<file path="config.mk">
export PLATFORM = sky130hd
export DESIGN_NAME = cmpc_top
export DESIGN_NICKNAME = d
export VERILOG_FILES = /design/src/rtl/cmpc_pkg.sv /design/src/rtl/cmpc_top.sv /design/src/rtl/cmpc_sampler.sv
export VERILOG_INCLUDE_DIRS = /design/src /design/src/rtl
export SDC_FILE = /design/constraint.sdc
export NUM_CORES = 1
export LEC_CHECK = 0
export ABC_AREA = 1
export BUFFER_PORTS_ARGS = -buffer_cell sky130_fd_sc_hd__buf_2
export CORE_MARGIN = 2
export CORE_UTILIZATION = 35
export CTS_CLUSTER_DIAMETER = 40
export DETAILED_ROUTE_END_ITERATION = 12
export PLACE_DENSITY = 0.58
export SLEW_MARGIN = 10
export SYNTH_ARGS = -nofsm -noshare
export SYNTH_HDL_FRONTEND = slang
export SYNTH_SLANG_ARGS = --single-unit
</file>
<file path="constraint.sdc">
create_clock -name CLK_I -period 2.6 [get_ports CLK_I]
set_input_delay 0.39 -clock CLK_I [delete_from_list [all_inputs] [get_ports CLK_I]]
set_output_delay 0.39 -clock CLK_I [all_outputs]
set_load 0.01 [all_outputs]
</file>
<file path="src/rtl/cmpc_defs.svh">
// Offsets, field positions, reset values and ladder constants of the comparator control block
`ifndef CMPC_DEFS_SVH
`define CMPC_DEFS_SVH

// ==========================================================
// Register offsets
`define CMPC_ADDR_W 4
`define CMPC_OFF_CTRL 4'h0
`define CMPC_OFF_SEL 4'h1

// ==========================================================
// Control register fields
`define CMPC_CTRL_PLUS 0
`define CMPC_CTRL_MINUS_LO 1
`define CMPC_CTRL_MINUS_HI 3
`define CMPC_CTRL_INV 4
`define CMPC_CTRL_RES 6
`define CMPC_CTRL_EN 7
`define CMPC_CTRL_RST 8'h00
`define CMPC_CTRL_WMASK 8'h9f

// ==========================================================
// Select register fields
`define CMPC_SEL_TAP_LO 0
`define CMPC_SEL_TAP_HI 3
`define CMPC_SEL_RANGE_LO 4
`define CMPC_SEL_RANGE_HI 5
`define CMPC_SEL_SAMPLE 6
`define CMPC_SEL_FORCE 7
`define CMPC_SEL_RST 8'h00

// ==========================================================
// Ladder tap ratio: level = (tap + offset) / denominator of the supply
`define CMPC_LAD_OFS_HI 6'h09
`define CMPC_LAD_OFS_LO 6'h01
`define CMPC_LAD_DEN_R0 6'h20
`define CMPC_LAD_DEN_R1 6'h18
`define CMPC_LAD_DEN_R2 6'h28
`define CMPC_LAD_DEN_R3 6'h20

`endif

</file>
<file path="src/rtl/cmpc_pkg.sv">
// Types shared by the comparator control block
package cmpc_pkg;

  // ==========================================================
  // Minus input sources, in field code order
  typedef enum logic [2:0] {
    CMPC_MIN_IN_A,
    CMPC_MIN_IN_B,
    CMPC_MIN_BANDGAP,
    CMPC_MIN_LADDER,
    CMPC_MIN_IN_C,
    CMPC_MIN_IN_D,
    CMPC_MIN_RSV6,
    CMPC_MIN_RSV7
  } cmpc_minus_t;

  // ==========================================================
  // Register images
  typedef struct packed {
    logic enable;
    logic result;
    logic spare;
    logic invert;
    cmpc_minus_t minus_sel;
    logic plus_sel;
  } cmpc_ctrl_t;

  typedef struct packed {
    logic force_out;
    logic sample_mode;
    logic [1:0] range;
    logic [3:0] tap;
  } cmpc_sel_t;

  // ==========================================================
  // Analog steering towards the comparator macro
  typedef struct packed {
    logic enable;
    logic [5:0] minus_onehot;
    logic plus_pin;
    logic [1:0] range;
    logic [3:0] tap;
  } cmpc_analog_t;

  // Ladder level as a fraction of the supply
  typedef struct packed {
    logic [5:0] num;
    logic [5:0] den;
  } cmpc_ratio_t;

endpackage : cmpc_pkg

</file>
<file path="src/rtl/cmpc_top.sv">
// Comparator control block: registers, input routing, result path and pin forcing
// Functional notes
// - The minus input comes from one of six sources picked by control bits 3 to 1, 000 being input a and 011 the ladder.
// - Control bit 0 picks the plus input, 0 for the ladder and 1 for input b.
// - Control bit 7 enables the comparator; while it is 0 the comparator stays off.
// - Select bit 7 forces the result onto the compare output pin whatever its direction.
// - The result is offered either directly or sampled by the secondary timer clock.
// - Control bit 4 inverts the result before the status bit, the interrupt request and the pin.
// - Select bits 5 and 4 choose one of four ladder ranges, 00 giving 1/32 and 10 giving 1/40 steps.
// - Select bits 3 to 0 pick one of sixteen equally spaced ladder taps within that range.
`include "cmpc_defs.svh"

module cmpc_top
  import cmpc_pkg::*;
(
  // Clock, reset and clock enable
  input wire logic CLK_I,
  input wire logic RST_N_I,
  input wire logic CE_I,
  // Register port
  input wire logic [`CMPC_ADDR_W-1:0] ADDR_I,
  input wire logic [7:0] WDATA_I,
  input wire logic WR_I,
  input wire logic RD_I,
  output logic [7:0] RDATA_O,
  // Analog comparator macro
  input wire logic CMP_RAW_I,
  output cmpc_analog_t ANALOG_O,
  output cmpc_ratio_t LADDER_RATIO_O,
  // Secondary timer clock
  input wire logic TMR_CLK_I,
  // Compare output pin and interrupt request
  output logic PIN_O,
  output logic PIN_OE_O,
  output logic IRQ_REQ_O,
  output logic RESULT_O
);

  // ==========================================================
  // Helpers
  function automatic logic [5:0] minus_decode(input cmpc_minus_t code);
    logic [5:0] oh;
    oh = 6'h00;
    case (code)
      CMPC_MIN_IN_A: oh = 6'h01;
      CMPC_MIN_IN_B: oh = 6'h02;
      CMPC_MIN_BANDGAP: oh = 6'h04;
      CMPC_MIN_LADDER: oh = 6'h08;
      CMPC_MIN_IN_C: oh = 6'h10;
      CMPC_MIN_IN_D: oh = 6'h20;
      default: oh = 6'h00;
    endcase
    return oh;
  endfunction

  // Ranges 00 and 10 start at nine steps above ground, 01 and 11 at one
  function automatic cmpc_ratio_t ladder_ratio(input logic [1:0] range, input logic [3:0] tap);
    cmpc_ratio_t r;
    r.num = {2'b00, tap} + (range[0] ? `CMPC_LAD_OFS_LO : `CMPC_LAD_OFS_HI);
    case (range)
      2'b00: r.den = `CMPC_LAD_DEN_R0;
      2'b01: r.den = `CMPC_LAD_DEN_R1;
      2'b10: r.den = `CMPC_LAD_DEN_R2;
      default: r.den = `CMPC_LAD_DEN_R3;
    endcase
    return r;
  endfunction

  // Address compare shared by the write and read decoders
  function automatic logic reg_hit(input logic [`CMPC_ADDR_W-1:0] addr, input logic [`CMPC_ADDR_W-1:0] off);
    return (addr == off);
  endfunction

  // ==========================================================
  // Registers
  cmpc_ctrl_t ctrl_q;
  cmpc_sel_t sel_q;
  logic result_q;
  logic irq_q;
  logic [7:0] rdata_q;
  cmpc_analog_t analog_q;
  cmpc_ratio_t ratio_q;

  // ==========================================================
  // Address decoding
  wire hit_ctrl_w;
  wire hit_sel_w;
  wire wr_ctrl_w;
  wire wr_sel_w;
  wire [7:0] ctrl_wr_w;
  logic [7:0] rd_mux_w;

  assign hit_ctrl_w = reg_hit(ADDR_I, `CMPC_OFF_CTRL);
  assign hit_sel_w = reg_hit(ADDR_I, `CMPC_OFF_SEL);
  assign wr_ctrl_w = WR_I & hit_ctrl_w;
  assign wr_sel_w = WR_I & hit_sel_w;
  // Result and spare bits never take write data
  assign ctrl_wr_w = WDATA_I & `CMPC_CTRL_WMASK;

  // ==========================================================
  // Read images; bit 6 of control shows the live result
  wire [7:0] ctrl_img_w;
  wire [7:0] sel_img_w;

  assign ctrl_img_w = {ctrl_q.enable, result_q, 1'b0, ctrl_q.invert, ctrl_q.minus_sel, ctrl_q.plus_sel};
  assign sel_img_w = sel_q;

  always_comb begin
    if (hit_ctrl_w) begin
      rd_mux_w = ctrl_img_w;
    end else if (hit_sel_w) begin
      rd_mux_w = sel_img_w;
    end else begin
      rd_mux_w = 8'h00;
    end
  end

  // ==========================================================
  // Register writes; the result bit and bit 5 are not writable
  always_ff @(posedge CLK_I or negedge RST_N_I) begin
    if (!RST_N_I) begin
      ctrl_q <= cmpc_ctrl_t'(`CMPC_CTRL_RST);
      sel_q <= cmpc_sel_t'(`CMPC_SEL_RST);
    end else if (CE_I) begin
      if (wr_ctrl_w) begin
        ctrl_q <= cmpc_ctrl_t'(ctrl_wr_w);
      end
      if (wr_sel_w) begin
        sel_q <= cmpc_sel_t'(WDATA_I);
      end
    end
  end

  // Read data stands in the cycle after the strobe only
  always_ff @(posedge CLK_I or negedge RST_N_I) begin
    if (!RST_N_I) begin
      rdata_q <= 8'h00;
    end else if (CE_I) begin
      rdata_q <= RD_I ? rd_mux_w : 8'h00;
    end
  end

  // ==========================================================
  // Analog steering
  cmpc_analog_t analog_d;
  cmpc_ratio_t ratio_d;

  always_comb begin
    analog_d.enable = ctrl_q.enable;
    analog_d.minus_onehot = minus_decode(ctrl_q.minus_sel);
    analog_d.plus_pin = ctrl_q.plus_sel;
    analog_d.range = sel_q.range;
    analog_d.tap = sel_q.tap;
    ratio_d = ladder_ratio(sel_q.range, sel_q.tap);
  end

  always_ff @(posedge CLK_I or negedge RST_N_I) begin
    if (!RST_N_I) begin
      analog_q <= '0;
      ratio_q <= '0;
    end else if (CE_I) begin
      analog_q <= analog_d;
      ratio_q <= ratio_d;
    end
  end

  // ==========================================================
  // Result path; a disabled comparator reads as a low raw output
  wire raw_w;
  wire pol_w;
  wire sampled_w;
  wire chosen_w;

  assign raw_w = CMP_RAW_I & ctrl_q.enable;
  assign pol_w = raw_w ^ ctrl_q.invert;

  cmpc_sampler u_sampler (
    .clk_i(CLK_I),
    .rst_n_i(RST_N_I),
    .ce_i(CE_I),
    .tmr_clk_i(TMR_CLK_I),
    .res_i(pol_w),
    .sampled_o(sampled_w)
  );

  // Sampled results lag the timer edge by four system clocks
  assign chosen_w = sel_q.sample_mode ? sampled_w : pol_w;

  always_ff @(posedge CLK_I or negedge RST_N_I) begin
    if (!RST_N_I) begin
      result_q <= 1'b0;
    end else if (CE_I) begin
      result_q <= chosen_w;
    end
  end

  // ==========================================================
  // Interrupt request; a one-cycle pulse per rising result, latched by the interrupt controller
  always_ff @(posedge CLK_I or negedge RST_N_I) begin
    if (!RST_N_I) begin
      irq_q <= 1'b0;
    end else if (CE_I) begin
      irq_q <= chosen_w & ~result_q;
    end
  end

  // ==========================================================
  // Outputs; forcing overrides the pin direction set elsewhere
  assign RDATA_O = rdata_q;
  assign ANALOG_O = analog_q;
  assign LADDER_RATIO_O = ratio_q;
  assign PIN_O = result_q & sel_q.force_out;
  assign PIN_OE_O = sel_q.force_out;
  assign IRQ_REQ_O = irq_q;
  assign RESULT_O = result_q;

endmodule // cmpc_top

</file>
<file path="src/rtl/cmpc_sampler.sv">
// Samples the comparator result on rising edges of the secondary timer clock
module cmpc_sampler
  import cmpc_pkg::*;
(
  // Clock and reset
  input wire logic clk_i,
  input wire logic rst_n_i,
  input wire logic ce_i,
  // Sampling clock and data
  input wire logic tmr_clk_i,
  input wire logic res_i,
  output logic sampled_o
);

  logic sync1_q;
  logic sync2_q;
  logic sync3_q;
  logic sampled_q;
  wire rise_w;

  // ==========================================================
  // Synchroniser; the first stage feeds only the second
  always_ff @(posedge clk_i or negedge rst_n_i) begin
    if (!rst_n_i) begin
      sync1_q <= 1'b0;
      sync2_q <= 1'b0;
      sync3_q <= 1'b0;
    end else if (ce_i) begin
      sync1_q <= tmr_clk_i;
      sync2_q <= sync1_q;
      sync3_q <= sync2_q;
    end
  end

  assign rise_w = sync2_q & ~sync3_q;

  // ==========================================================
  // Hold between timer edges
  always_ff @(posedge clk_i or negedge rst_n_i) begin
    if (!rst_n_i) begin
      sampled_q <= 1'b0;
    end else if (ce_i && rise_w) begin
      sampled_q <= res_i;
    end
  end

  assign sampled_o = sampled_q;

endmodule // cmpc_sampler

</file>
==> metrics.cfg <==
[worst_setup_path]
reg2regPathDepth=6
crit_end=PIN_O
critical_path.startpoint=PIN_OE_O
crit_fanout=4
timing.reg2reg.setup_slack_ps=1350
cp-start-kind=flip-flop
crit_type=flip-flop to output port
r2r_start=analog_d[4]
r2r_end=LADDER_RATIO_O[9]
cp.arrival_ps=1000
cp.required_ps=2210
cp-end-kind=output port

[timing]
fin_setup_tns_ps=0
setup_viol=0
finClkSkew_ps=8.36
fmax_ghz=0.721
timing_hold_violations_final=0
period_share=0.533
setup_ws_ps=1210
post-route-min-period_ps=1390
rsz0062_at_grt=no
report.final.slew_viol_count=0

[floorplanning]
die_area_mm2=0.00714
initial_utilization=0.359
core_area_mm2=0.00631
fp-row-count=29
io_pins=57
fp.dieW_um=84.5
die_h_um=84.5

[synthesis]
synth_top_area_share=0.552
ys.warnings.count=0
ys_seq_area_frac=0.552
ys_types=21
avgSynthCellArea_um2=8.62
ys_ff_latch=50
synthArstFlopShare=1.00
synth_commonest_cells=104 x nand2_1, 50 x dfrtp_1, 21 x nand3_1, 21 x o21ai_0, 20 x inv_1
yosysMostFrequentCell=nand2_1
synthCells=263
syn_area_mm2=0.00227
synth_edf_count=0
synth_ff_type=dfrtp_1
synth_area_leaders=dfrtp_1 55%, nand2_1 17%, nand3_1 4.6%, o21ai_0 4.6%, inv_1 3.3%
yosysTopAreaCell=dfrtp_1

[global_routing]
grt_usage=0.148
grt_pass1_wl_um=8360
grt_max_degree=30
overflow=0
grt_pass1_vias=1709
antenna_found_initial=0

[detailed_routing]
drt-wirelength-per-cell_um=12.7
dr_total_vias=1787
postRouteAntennaNets=0
vias_per_cell=4.56
wl_um=4980
drc=0
drt-initial-drc-count=115
drtPass1Iterations=4

[clock_network]
cts_tree=yes
cts_setup_buffers=0
cts.sinks=50
cts_buffers=5
path_clk_slew_ps=90
cts_hold_buf=0
cts_root_buffer=clkbuf_8
clk_latency_ps=300
clk_path_buf_depth=2
cts_max_level=2
cts-resized-gates=0

[cells_and_area]
final_util=0.427
design_area_mm2=0.00269
drive_gt1_frac=0.248
insertedDiodeCount=0
area_delta_synth_final_pct=18.8
nNetsFinal=338
num-fill-cells=676

[power_and_ir_drop]
ir_worst_vdd_uv=287
power.leakage_nw=1.51
total_power_mw=1.95
powerDensity_mw_per_mm2=726

[flow_run]
max-cap-violations=0

[run_status]
status=complete, no violations

[min_path]
hp-class=input port to asynchronous set/reset pin

[placed_design]
numPortBuffers=52
hpwl_um=3760
pre_cts_slack_ps=1000
placed_cell_area_mm2=0.00258
gp_congestion=0.727

where the power goes:
part / switching [mW] / internal [mW] / total, mW
combinational: 0.229 / 0.156 / 0.385
sequential: 0.110 / 0.906 / 1.02
clock: 0.247 / 0.308 / 0.555
total: 0.585 / 1.37 / 1.95
through the flow:
step	cells	hold slack [ps]
6_report	392	31.1
5_1_grt	392	61.8
4_1_cts	392	54.0
3_5_place_dp	385	386
3_3_place_gp	385	381
2_1_floorplan	266	94.4
per-layer routing:
metal / GRT usage / up-vias / wire length, um
met4: 0.0433 / 0 / 41
met5: 0 / - / 0
met2: 0.229 / 44 / 2260
met3: 0.0374 / 2 / 235
li1: - / 930 / -
met1: 0.206 / 811 / 2440
registers in the layout, indices dropped and copies added, names as in the netlist, 4 cells and up:
| name | count |
|---|---|
| ANALOG_O | 14 |
| LADDER_RATIO_O | 8 |
| RDATA_O | 8 |
| analog_d | 8 |
| ctrl_img_w | 4 |
worst max-delay path: stages (launching register included):
cell and delay (ps):
dfrtp_1 450, nand2_1 90, inv_1 30, buf_2 120
cell families after synthesis:
| kind of cell | count (synthesis) | synth area share |
|---|---|---|
| other | 1 | 0.00165 |
| buffers and inverters | 34 | 0.0684 |
| DFF | 50 | 0.552 |
| AOI/OAI and AO/OA | 32 | 0.0850 |
| adders and majority gates | 4 | 0.0221 |
| and+or+nand+nor | 142 | 0.271 |
layout by cell type (no fill, tap or decap), drive strengths merged:
cell    instances
nand4           1
o21ai          29
buf            55
a21oi           2
conb            4
nor3            1
dfrtp          50
bufinv          1
nand2         106
nand3          21
ha              4
nor2           12
o21a            1
clkbuf          6
nand3b          1
inv            21
layout make-up:
| type | instances | area [um2] | share of cell area |
|---|---|---|---|
| Clock buffer | 6 | 82.6 | 0.0307 |
| Clock inverter | 1 | 30.0 | 0.0111 |
| Inverter | 21 | 78.8 | 0.0293 |
| Multi-Input combinational cell | 182 | 872 | 0.324 |
| Sequential cell | 50 | 1250 | 0.464 |
| Tap cell | 77 | 96.3 | 0.0358 |
| Timing Repair Buffer | 55 | 283 | 0.105 |
how the worst min path moves through the flow:
stage / startpoint / endpoint / slack (ps) / depth (start not counted)
finish: RST_N_I / ANALOG_O[9] / 30 / 1
detailed placement: RST_N_I / ANALOG_O[9] / 390 / 1
global route: RST_N_I / ANALOG_O[9] / 60 / 1
global placement: RST_N_I / ANALOG_O[10] / 380 / 1
CTS: RST_N_I / ANALOG_O[9] / 50 / 1
floorplan: RST_N_I / ANALOG_O[0] / 90 / 0
(Power assumes the default switching activity.)
